File: src/design/fan_pwm_params.svh
// Purpose: Constants for the fan PWM start-up controller
// Assumes: 100 MHz system clock, word-aligned Avalon-MM registers
// Notes: Offsets are byte addresses
`ifndef FAN_PWM_PARAMS_SVH
`define FAN_PWM_PARAMS_SVH

`define CLK_HZ 100000000
`define PWM_HZ 30
`define PWM_PERIOD_CYC (`CLK_HZ / `PWM_HZ)
`define STARTUP_PERIODS 30
`define TACH_WIN_PERIODS 32
`define DUTY_MIN_PCT 30
`define DUTY_SPAN_PCT 70
`define DUTY_OPEN_CODE 4'h2
`define ANA_W 8
`define TACH_W 16

`define REG_CONFIG 5'h00
`define REG_STATUS 5'h04
`define REG_DUTY 5'h08
`define REG_FAN1_RPM 5'h0C
`define REG_FAN2_RPM 5'h10
`define REG_FAN1_LIMIT 5'h14
`define REG_FAN2_LIMIT 5'h18

`define CFG_SHUTDOWN_BIT 0
`define CFG_DUTY_SRC_BIT 5
`define STAT_FAN1_FAIL_BIT 0
`define STAT_FAN2_FAIL_BIT 1
`define STAT_OTEMP_BIT 5

`endif

File: src/design/fan_pwm_pkg.sv
// Purpose: Types for the fan PWM start-up controller
// Assumes: Constants come from fan_pwm_params.svh
// Notes: Holds the drive state enum only
package fan_pwm_pkg;
   typedef enum logic [1:0] {
      ST_OFF,
      ST_KICK,
      ST_RUN
   } drive_state_type;
endpackage

File: src/design/fan_pwm_startup_control.sv
// Purpose: Fan PWM drive with start-up kick, tach counting and fault output
// Assumes: Analog level and open flag are digitized outside; tach pulses are async
// Notes: Avalon-MM slave with one wait state per access
// Function
// RL1: Fixed-frequency PWM, only high time varies
// RL2: Applied duty clamped to 30..100 percent
// RL3: Duty is high time over period
// RL4: Drive output is active high
// RL5: Analog level maps linearly to 30..100 percent
// RL6: Power-up and unshutdown force one-second full drive
// RL7: After kick, select analog or register duty
// RL8: Duty source defaults to analog after reset
// RL9: Open analog input gives 39.33 percent duty
// RL10: Count pulses per fan for RPM
// RL11: Fault low when fan RPM below threshold
// RL12: RPM reveals open, short, locked fans
// RL13: Host reads/writes RPM data and thresholds
// RL14: Analog above top sets over-temperature flag
// RL15: Fault variant pulls fault low on over-temperature
// RL16: Register duty used when source bit set
// RL17: Four-bit duty code, 30 to 100 percent
// RL18: Drive stops only on shutdown bit
// RL19: Locked rotor keeps drive pulsing
// RL20: Kick lasts thirty PWM periods
// RL21: Over-temperature flag sticky until host clears
//
// The register addresses and register access over Avalon-MM were left to the implementer.
`timescale 1ns/100ps
`include "fan_pwm_params.svh"

module fan_pwm_startup_control #(
   parameter int PERIOD_CYC = `PWM_PERIOD_CYC,
   parameter int KICK_PERIODS = `STARTUP_PERIODS,
   parameter bit OTEMP_FAULT = 1'b1
) (
   input wire logic i_clk,
   input wire logic i_sys_rst,
   input wire logic [4:0] i_avs_address,
   input wire logic i_avs_read,
   input wire logic i_avs_write,
   input wire logic [31:0] i_avs_writedata,
   output logic [31:0] o_avs_readdata,
   output logic o_avs_waitrequest,
   input wire logic [`ANA_W-1:0] i_analog_duty_in,
   input wire logic i_analog_open,
   input wire logic i_fan1_pulse_in,
   input wire logic i_fan2_pulse_in,
   output logic o_pwm_drive_out,
   output logic o_fault_out,
   output logic o_fault_oe
);
   import fan_pwm_pkg::*;

   localparam int CNT_W = $clog2(PERIOD_CYC + 1);
   localparam logic [`ANA_W-1:0] ANA_MAX = {`ANA_W{1'b1}};

   initial begin
      if (PERIOD_CYC < 100 || KICK_PERIODS < 1) begin
         $error("fan_pwm_startup_control: period or kick length too small");
      end
      // Kick counter is eight bits wide
      if (KICK_PERIODS > 255) begin
         $error("fan_pwm_startup_control: kick length too large");
      end
   end

   // High time in cycles for a fraction num/den between 30 and 100 percent
   function automatic logic [CNT_W-1:0] high_cycles(input logic [31:0] num, input logic [31:0] den);
      logic [63:0] t;
      t = 64'(PERIOD_CYC) * (64'(`DUTY_MIN_PCT) * den + 64'(`DUTY_SPAN_PCT) * num) / (64'd100 * den);
      return CNT_W'(t);
   endfunction

   // Rising edge detect over a synchronised input
   function automatic logic rise(input logic cur, input logic prev);
      return cur & ~prev;
   endfunction

   logic shutdown_request_bit_q;
   logic duty_source_select_q;
   logic [3:0] duty_code_q;
   logic over_temp_flag_q;
   logic [`TACH_W-1:0] fan1_limit_q, fan2_limit_q;
   logic [`TACH_W-1:0] fan1_cnt_q, fan2_cnt_q;
   logic [`TACH_W-1:0] fan1_rpm_q, fan2_rpm_q;
   logic fan1_fail_q, fan2_fail_q;
   logic [2:0] s1_q, s2_q;
   logic [CNT_W-1:0] phase_q;
   logic [CNT_W-1:0] high_q;
   logic [7:0] kick_q;
   logic [4:0] win_q;
   logic win_end;
   logic kick_last;
   logic [`ANA_W-1:0] ana_q;
   logic ana_open_q;
   drive_state_type state_q;
   logic ack_q;
   logic period_end;
   logic bus_req;
   logic wr_en;
   logic otemp_now;

   assign bus_req = (i_avs_read | i_avs_write) & ~ack_q;
   assign wr_en = i_avs_write & ack_q;
   assign period_end = (phase_q == CNT_W'(PERIOD_CYC - 1));
   assign otemp_now = (ana_q == ANA_MAX);
   assign kick_last = (kick_q == 8'(KICK_PERIODS - 1));
   assign win_end = period_end && (win_q == 5'(`TACH_WIN_PERIODS - 1));

   // Two-flop synchronisers plus edge history for tach pins
   always_ff @(posedge i_clk or posedge i_sys_rst) begin
      if (i_sys_rst) begin
         s1_q <= 3'h0;
         s2_q <= 3'h0;
      end else begin
         s1_q <= {s1_q[1:0], i_fan1_pulse_in};
         s2_q <= {s2_q[1:0], i_fan2_pulse_in};
      end
   end

   // Analog code is sampled once per cycle from the converter
   always_ff @(posedge i_clk or posedge i_sys_rst) begin
      if (i_sys_rst) begin
         ana_q <= '0;
         ana_open_q <= 1'b0;
      end else begin
         ana_q <= i_analog_duty_in;
         ana_open_q <= i_analog_open;
      end
   end

   // Free-running period counter: frequency never depends on duty
   always_ff @(posedge i_clk or posedge i_sys_rst) begin
      if (i_sys_rst) begin
         phase_q <= '0;
      end else if (state_q == ST_OFF) begin
         phase_q <= '0; // Wake kick starts on a whole period
      end else if (period_end) begin
         phase_q <= '0; // RL1
      end else begin
         phase_q <= phase_q + 1'b1;
      end
   end

   // Drive state: off on shutdown, kick on power-up and on release
   always_ff @(posedge i_clk or posedge i_sys_rst) begin
      if (i_sys_rst) begin
         state_q <= ST_KICK; // RL6
         kick_q <= '0;
      end else begin
         unique case (state_q)
            ST_OFF: begin
               kick_q <= '0;
               if (!shutdown_request_bit_q) begin
                  state_q <= ST_KICK; // RL6
               end
            end
            ST_KICK: begin
               if (shutdown_request_bit_q) begin
                  state_q <= ST_OFF; // RL18
               end else if (period_end) begin
                  if (kick_last) begin
                     state_q <= ST_RUN; // RL20 RL7
                  end
                  kick_q <= kick_q + 8'h01;
               end
            end
            ST_RUN: begin
               if (shutdown_request_bit_q) begin
                  state_q <= ST_OFF; // RL18 RL19
               end
            end
         endcase
      end
   end

   // Duty selection, latched at period start so only high time changes
   always_ff @(posedge i_clk or posedge i_sys_rst) begin
      if (i_sys_rst) begin
         high_q <= CNT_W'(PERIOD_CYC);
      end else if (state_q == ST_OFF) begin
         high_q <= CNT_W'(PERIOD_CYC); // RL6
      end else if (period_end) begin
         if (state_q == ST_KICK && !kick_last) begin
            high_q <= CNT_W'(PERIOD_CYC); // RL6
         end else if (duty_source_select_q) begin
            high_q <= high_cycles(32'(duty_code_q), 32'd15); // RL16 RL17 RL2
         end else if (ana_open_q) begin
            high_q <= high_cycles(32'(`DUTY_OPEN_CODE), 32'd15); // RL9
         end else begin
            high_q <= high_cycles(32'(ana_q), 32'(ANA_MAX)); // RL5 RL2
         end
      end
   end

   // Active-high drive; 100 percent keeps it high the whole period
   always_ff @(posedge i_clk or posedge i_sys_rst) begin
      if (i_sys_rst) begin
         o_pwm_drive_out <= 1'b0;
      end else begin
         o_pwm_drive_out <= (state_q != ST_OFF) && (phase_q < high_q); // RL3 RL4
      end
   end

   // Measurement window: counts whole PWM periods, independent of the kick
   always_ff @(posedge i_clk or posedge i_sys_rst) begin
      if (i_sys_rst) begin
         win_q <= '0;
      end else if (win_end) begin
         win_q <= '0;
      end else if (period_end) begin
         win_q <= win_q + 5'h01;
      end
   end

   // Fan 1 tach pulse counting, snapshot once per window
   always_ff @(posedge i_clk or posedge i_sys_rst) begin
      if (i_sys_rst) begin
         fan1_cnt_q <= '0;
         fan1_rpm_q <= '0;
      end else if (win_end) begin
         fan1_rpm_q <= fan1_cnt_q; // RL10
         fan1_cnt_q <= '0;
      end else begin
         fan1_cnt_q <= fan1_cnt_q + `TACH_W'(rise(s1_q[1], s1_q[2])); // RL10
      end
   end

   // Fan 2 tach pulse counting, snapshot once per window
   always_ff @(posedge i_clk or posedge i_sys_rst) begin
      if (i_sys_rst) begin
         fan2_cnt_q <= '0;
         fan2_rpm_q <= '0;
      end else if (win_end) begin
         fan2_rpm_q <= fan2_cnt_q; // RL10
         fan2_cnt_q <= '0;
      end else begin
         fan2_cnt_q <= fan2_cnt_q + `TACH_W'(rise(s2_q[1], s2_q[2])); // RL10
      end
   end

   // Fan 1 low RPM covers open, short, missing and locked fans
   always_ff @(posedge i_clk or posedge i_sys_rst) begin
      if (i_sys_rst) begin
         fan1_fail_q <= 1'b0;
      end else begin
         fan1_fail_q <= (state_q == ST_RUN) && (fan1_rpm_q < fan1_limit_q); // RL11 RL12
      end
   end

   // Fan 2 low RPM covers open, short, missing and locked fans
   always_ff @(posedge i_clk or posedge i_sys_rst) begin
      if (i_sys_rst) begin
         fan2_fail_q <= 1'b0;
      end else begin
         fan2_fail_q <= (state_q == ST_RUN) && (fan2_rpm_q < fan2_limit_q); // RL11 RL12
      end
   end

   // Open-drain fault: drive low while any fault stands
   always_ff @(posedge i_clk or posedge i_sys_rst) begin
      if (i_sys_rst) begin
         o_fault_oe <= 1'b0;
         o_fault_out <= 1'b0;
      end else begin
         o_fault_oe <= fan1_fail_q | fan2_fail_q | (OTEMP_FAULT & otemp_now); // RL11 RL15
         o_fault_out <= 1'b0;
      end
   end

   // Sticky over-temperature flag; set beats a write-one clear
   always_ff @(posedge i_clk or posedge i_sys_rst) begin
      if (i_sys_rst) begin
         over_temp_flag_q <= 1'b0;
      end else if (otemp_now) begin
         over_temp_flag_q <= 1'b1; // RL14
      end else if (wr_en && i_avs_address == `REG_STATUS && i_avs_writedata[`STAT_OTEMP_BIT]) begin
         over_temp_flag_q <= 1'b0; // RL21
      end
   end

   // Control register writes
   always_ff @(posedge i_clk or posedge i_sys_rst) begin
      if (i_sys_rst) begin
         shutdown_request_bit_q <= 1'b0;
         duty_source_select_q <= 1'b0; // RL8
         duty_code_q <= `DUTY_OPEN_CODE;
         fan1_limit_q <= '0;
         fan2_limit_q <= '0;
      end else if (wr_en) begin
         unique case (i_avs_address)
            `REG_CONFIG: begin
               shutdown_request_bit_q <= i_avs_writedata[`CFG_SHUTDOWN_BIT];
               duty_source_select_q <= i_avs_writedata[`CFG_DUTY_SRC_BIT];
            end
            `REG_DUTY: duty_code_q <= i_avs_writedata[3:0]; // RL17
            `REG_FAN1_LIMIT: fan1_limit_q <= i_avs_writedata[`TACH_W-1:0]; // RL13
            `REG_FAN2_LIMIT: fan2_limit_q <= i_avs_writedata[`TACH_W-1:0]; // RL13
            default: begin
            end
         endcase
      end
   end

   // Bus handshake: one wait cycle, then answer
   always_ff @(posedge i_clk or posedge i_sys_rst) begin
      if (i_sys_rst) begin
         ack_q <= 1'b0;
         o_avs_waitrequest <= 1'b1;
      end else begin
         ack_q <= bus_req;
         o_avs_waitrequest <= ~bus_req;
      end
   end

   // Read mux; unmapped offsets read zero
   always_ff @(posedge i_clk or posedge i_sys_rst) begin
      if (i_sys_rst) begin
         o_avs_readdata <= '0;
      end else if (bus_req && i_avs_read) begin
         unique case (i_avs_address)
            `REG_CONFIG: o_avs_readdata <= {26'h0, duty_source_select_q, 4'h0, shutdown_request_bit_q};
            `REG_STATUS: o_avs_readdata <= {26'h0, over_temp_flag_q, 3'h0, fan2_fail_q, fan1_fail_q};
            `REG_DUTY: o_avs_readdata <= {28'h0, duty_code_q};
            `REG_FAN1_RPM: o_avs_readdata <= {16'h0, fan1_rpm_q}; // RL13
            `REG_FAN2_RPM: o_avs_readdata <= {16'h0, fan2_rpm_q};
            `REG_FAN1_LIMIT: o_avs_readdata <= {16'h0, fan1_limit_q};
            `REG_FAN2_LIMIT: o_avs_readdata <= {16'h0, fan2_limit_q};
            default: o_avs_readdata <= 32'h0;
         endcase
      end
   end
endmodule

File: config.mk
export PLATFORM = sky130hd
export DESIGN_NAME = fan_pwm_startup_control
export DESIGN_NICKNAME = d
export VERILOG_FILES = /design/src/design/fan_pwm_pkg.sv /design/src/design/fan_pwm_startup_control.sv
export VERILOG_INCLUDE_DIRS = /design/src /design/src/design
export SDC_FILE = /design/constraint.sdc
export NUM_CORES = 1
export LEC_CHECK = 0
export BUFFER_PORTS_ARGS = -buffer_cell sky130_fd_sc_hd__buf_2
export CAP_MARGIN = 0
export CORE_ASPECT_RATIO = 1.4
export CORE_MARGIN = 1
export CORE_UTILIZATION = 30
export DETAILED_ROUTE_END_ITERATION = 8
export PLACE_DENSITY = 0.42
export SLEW_MARGIN = 20
export SYNTH_ARGS = -nofsm -noshare
export SYNTH_HDL_FRONTEND = slang
export SYNTH_SLANG_ARGS = --single-unit
export TNS_END_PERCENT = 1
File: constraint.sdc
create_clock -name i_clk -period 34.4 [get_ports i_clk]
set_input_delay 6.88 -clock i_clk [delete_from_list [all_inputs] [get_ports i_clk]]
set_output_delay 6.88 -clock i_clk [all_outputs]
set_load 0.05 [all_outputs]
# Word-level counts from Yosys, hierarchy flattened
# Index checks and enable logic that the tools add are counted.
# classes
addsub	7
mul	4
div_mod_pow	2
n_lt_le_gt_ge	3
n_eq_ne	18
muxes	23
bitwise	11
reduce_logical	22
# op_table
cell	n
$mux 22	7
$pmux 16 s7	1
$div 64x11->64 const B	1
$div 64x15->64 const B	1
$mul 22x16->38 const A	1
$mul 22x12->34 const A	1
$add 16x1->16	2
$lt 16x16->1	2
$mux 16	2
$add 22x1->22 const B	1
$eq 22x22->1 const B	1
$lt 22x22->1	1
$eq 5x5->1 const B	4
$add 13x15->16 const A	1
$mux 8	2
$pmux 8 s2	1
$mul 6x8->14 const A	1
$add 9x11->12 const A	1
$eq 5x4->1 const B	2
$mul 6x4->10 const A	1
$mux 2	5
$mux 5	2
$reduce_bool 2->1	5
$add 8x1->8 const B	1
other kinds (20)	43
# totals
register_bits	215
in_bits	52

# Logic depth before layout (Yosys ltp)
# depth
ltp_word	9
ltp_mapped	135

# Worst setup path after synthesis
# OpenSTA, ideal clock, no wires.
# synth_path
path_kind	register to register
start	register ana_q[5]
end	register high_q[0]
arrival_time_ns	31.165
slack_ns	3.144
stages_incl_launch_ff	114
n_path_buf	3
period_less_slack_ns	31.256
path_cell_list	dfrtp_1 > ha_1 > ha_1 > fa_1 > ha_1 > inv_1 > o21bai_1 > a21oi_1 > o21bai_1 > a21oi_1 > nor2b_1 > o21ai_0 > xor2_1 > o21bai_1 > xor2_1 > fa_1 > fa_1 > fa_1 > (+78 left out) > mux2i_1 > xnor2_1 > o311a_4 > o41ai_4 > a211oi_1 > a2111oi_2 > xnor2_1 > o31a_1 > a211oi_4 > nor2_1 > maj3_1 > xor2_1 > o21bai_2 > nand3b_1 > a211oi_1 > or3_2 > a311oi_1 > o22ai_1
# synth_between
elab_chain_cells	9
# synth_lines
item	line	rtl
start: declaration	fan_pwm_startup_control.sv:94	logic [`ANA_W-1:0] ana_q;
start signal: assignment	fan_pwm_startup_control.sv:127	ana_q <= i_analog_duty_in;
$mul 6x8->14	fan_pwm_startup_control.sv:70	t = 64'(PERIOD_CYC) * (64'(`DUTY_MIN_PCT) * den + 64'(`DUTY_SPAN_PCT) * num) / (64'd100 * den);
$add 13x15->16	fan_pwm_startup_control.sv:70	
$mul 22x16->38	fan_pwm_startup_control.sv:70	
$div 64x15->64	fan_pwm_startup_control.sv:70	
$mux 22	fan_pwm_startup_control.sv:188	end else if (ana_open_q) begin
$mux 22	fan_pwm_startup_control.sv:186	end else if (duty_source_select_q) begin
$mux 22	fan_pwm_startup_control.sv:184	if (state_q == ST_KICK && !kick_last) begin
$mux 22	fan_pwm_startup_control.sv:183	end else if (period_end) begin
$mux 22	fan_pwm_startup_control.sv:181	end else if (state_q == ST_OFF) begin
end signal: assignment	fan_pwm_startup_control.sv:182	high_q <= CNT_W'(PERIOD_CYC);
end signal: assignment	fan_pwm_startup_control.sv:185	high_q <= CNT_W'(PERIOD_CYC);
end signal: assignment	fan_pwm_startup_control.sv:187	high_q <= high_cycles(32'(duty_code_q), 32'd15);
end: declaration	fan_pwm_startup_control.sv:89	logic [CNT_W-1:0] high_q;
# No other way between the ends. The select of a mux whose other input is x is not followed.
# A chain may end at the register's enable or synchronous reset.

# Worst setup path in the final report
# layout_path
start	register duty_code_q[2]
end	register high_q[0]
# layout_between
elab_chain_cells	8
# layout_lines
item	line	rtl
start: declaration	fan_pwm_startup_control.sv:81	logic [3:0] duty_code_q;
start signal: assignment	fan_pwm_startup_control.sv:287	duty_code_q <= `DUTY_OPEN_CODE;
start signal: assignment	fan_pwm_startup_control.sv:296	`REG_DUTY: duty_code_q <= i_avs_writedata[3:0];
$mul 6x4->10	fan_pwm_startup_control.sv:70	
$add 9x11->12	fan_pwm_startup_control.sv:70	
$mul 22x12->34	fan_pwm_startup_control.sv:70	
$div 64x11->64	fan_pwm_startup_control.sv:70	
$mux 22	fan_pwm_startup_control.sv:186	
$mux 22	fan_pwm_startup_control.sv:184	
$mux 22	fan_pwm_startup_control.sv:183	
$mux 22	fan_pwm_startup_control.sv:181	
# No other way between the ends. The select of a mux whose other input is x is not followed.

==> flow_summary.yaml <==
routing:
  drt-initial-drc-count: 2552
  drt-total-wl_um: 189000
  avgRoutedWirePerCell_um: 19.5
  routed_via_density: 5.42
  drt.antenna.violating_nets: 0
  num_vias: 52600
  drc: 0
  drtPass1Iterations: 7
setup_path:
  cp-end-kind: "flip-flop"
  reg2reg_depth: 132
  crit_path_start_kind: "flip-flop"
  cp-endpoint: "high_q[0]"
  worst-path-max-fanout: 12
  regToRegEndpoint: "high_q[0]"
  ff2ff_setup_slack_ps: 1670
  cp_common_cell: "buf_4"
  criticalPathCategory: "flip-flop to flip-flop"
  critPathSlowestCell: "or4_1"
  crit_start: "duty_code_q[2]"
  slowest_delay_ps: 580
  worstPathArrival_ps: 33110
  required_ps: 34780
  r2r_start: "duty_code_q[2]"
synthesis:
  synth_compound_area_share_pct: 29.3
  synth_edf_count: 0
  synth_warnings: 0
  syn_avg_cell_area_um2: 8.03
  ys_seq_elements: 199
  synthesis.instances: 6514
  synth_xor_area_share_pct: 9.09
  synth_area_mm2: 0.0523
  synthSimpleGateAreaFrac_pct: 24.2
  synth_fa_ha_area_share_pct: 17.3
  synthArstFlopShare_pct: 100
  synthFlopType: "dfrtp_1"
  synthMuxAreaShare_pct: 3.17
  ys_types: 217
  yosysSeqAreaShare_pct: 9.55
  synth_top_family_by_area: "compound AO/OA/AOI/OAI gates"
grt:
  grt_max_degree: 142
  grt_pass1_wl_um: 296000
  grtUsageTotal_pct: 20.8
  grt_pass1_vias: 52800
  grt_antenna_before_repair: 8
  grt_overflow: 0
job:
  max_cap_violations: 0
place:
  postPlaceCellArea_mm2: 0.0611
  hpwl_um: 161000
  gp_congestion: 0.890
  port_buffers: 54
cts:
  cts_hold_buf: 0
  ctsRootBufferMaster: "clkbuf_16"
  cts-htree-levels: 4
  clkSinkCount: 199
  cts_buffers: 17
  clockBufferDepth: 2
  clk_pin_slew_ps: 80
  cts_tree: "done"
  clk_latency_ps: 460
sta:
  fin_skew_ps: 21.4
  worst_pin_slew_ps: 1100
  period_needed_ps: 32730
  fmax_mhz: 30.6
  slew_headroom_pct: 26.7
  slew_violations: 0
  setup_violations: 0
  hold_viol_final: 0
  finalCritPeriodShare_pct: 95.1
final_layout:
  area_delta_synth_final_pct: 21.0
  drive_gt1_share_pct: 27.6
  nets: 8018
  layout_common_cells: "1034 x buf_4, 525 x nand2_1, 503 x inv_1"
  design_area_mm2: 0.0633
  num-fill-cells: 18400
  layout_commonest_cell: "buf_4"
floorplan:
  fp.dieW_um: 355
  fp-row-count: 181
  core_mm2: 0.173
  ios: 88
  initial_core_util_pct: 30.2
  die_h_um: 496
  dieArea_mm2: 0.176
hold_path:
  hold_path_class: "flip-flop to flip-flop"
run_status:
  status: "complete, no violations"
-- worst max-delay path: cells and delay by family (launching register included) --
family,cells,cell delay (ps)
AO/OA/AOI/OAI,45,11220
adder cells (fa/ha/maj),10,3700
buffers and inverters,26,4230
flip-flops,1,480
AND/OR/NAND/NOR,42,10750
XOR/XNOR,6,1410
multiplexers,3,790
-- cell usage after synthesis (28+ instances only) --
cell type	count	area (um^2)
nand2_1	526	1970
inv_1	505	1900
nor2_1	496	1860
a21oi_1	389	1950
ha_1	349	4370
xnor2_1	344	3010
o21ai_0	316	1580
nand3_1	228	1140
fa_1	211	4220
dfrtp_1	183	4580
nor3_1	183	916
xor2_1	157	1380
nand4_1	93	582
a31oi_1	81	507
o211ai_1	78	586
mux2i_1	69	691
a21o_1	66	495
mux2_2	62	698
a211oi_1	61	458
clkbuf_1	61	229
and3_1	58	363
and2_1	57	357
o21ai_1	57	285
nor2b_1	50	313
buf_4	48	360
nor4_1	48	300
o2111ai_1	45	394
or3_1	45	282
buf_6	44	495
clkbuf_8	42	578
o21a_1	42	315
o31ai_1	41	308
maj3_1	38	380
nand2b_1	38	238
o22ai_1	36	225
or2_2	36	225
and2_2	34	255
o211a_1	34	340
and3_2	28	210
-- logic make-up (layout without fill, tap and decap cells) --
| group | Yosys count | count (layout) |
|---|---|---|
| simple gates | 2306 | 2306 |
| flops | 199 | 199 |
| buf+inv | 749 | 1637 |
| mux | 151 | 151 |
| compound gates | 1982 | 1983 |
| other cells | 1 | 21 |
| xor+xnor | 523 | 523 |
| fa+ha+maj | 603 | 603 |
-- per-layer routing --
metal	share of wire, %	track usage, %
met1	41	23.6
met4	3.0	6.17
met5	0.016	0
met3	1.6	0.837
met2	55	41.1
-- stage by stage --
stage	worst slack, ps	hold WS (ps)	instances	utilization [%]	setup TNS (ps)
3_5_place_dp	-215	335	9619	35.2	-215
4_1_cts	15.6	354	9651	35.6	0
2_1_floorplan	3140	331	6530	-	0
3_3_place_gp	-168	335	9619	35.2	-168
6_report	1670	351	9710	36.5	0
5_1_grt	-57.2	364	9708	36.5	-57.2
-- registers in the layout (all words and copies together), names as in the netlist, 2 cells and up --
register	flops
ana_q	8
duty_code_q	4
fan1_cnt_q	16
fan1_limit_q	16
fan1_rpm_q	16
fan2_cnt_q	16
fan2_limit_q	16
fan2_rpm_q	16
high_q	22
kick_q	8
o_avs_readdata	16
phase_q	22
s1_q	3
s2_q	3
state_q	2
win_q	5
-- how the worst min path moves through the flow --
stage          startpoint  endpoint  slack [ps]  depth (start not counted)
4_1_cts           s1_q[0]   s1_q[1]         350                          0
6_report          s1_q[0]   s1_q[1]         350                          0
3_5_place_dp      s1_q[0]   s1_q[1]         330                          0
3_3_place_gp      s1_q[0]   s1_q[1]         340                          0
2_1_floorplan     s1_q[0]   s1_q[1]         330                          0
5_1_grt           s2_q[0]   s2_q[1]         360                          0
-- final cells by class --
| class | instances | area (um^2) | share of cell area [%] |
|---|---|---|---|
| repair buffers | 1095 | 8160 | 12.9 |
| clock inverters | 14 | 203 | 0.320 |
| well taps | 2287 | 2860 | 4.52 |
| flip-flops and latches | 199 | 5000 | 7.90 |
| multi-input cells | 5583 | 44700 | 70.6 |
| diodes | 4 | 10.0 | 0.0158 |
| clock buffers | 18 | 429 | 0.678 |
| inverters | 510 | 1930 | 3.04 |
-- timing repair --
action,4_1_cts,5_1_grt
setup buffers,0,54
endpoints found under the setup margin,1,3
cloned,0,1
pin swaps,0,46
resized for setup,9,191
Power is not shown: default switching activity piles up to over one toggle a cycle in this logic, so the estimate is an artifact.
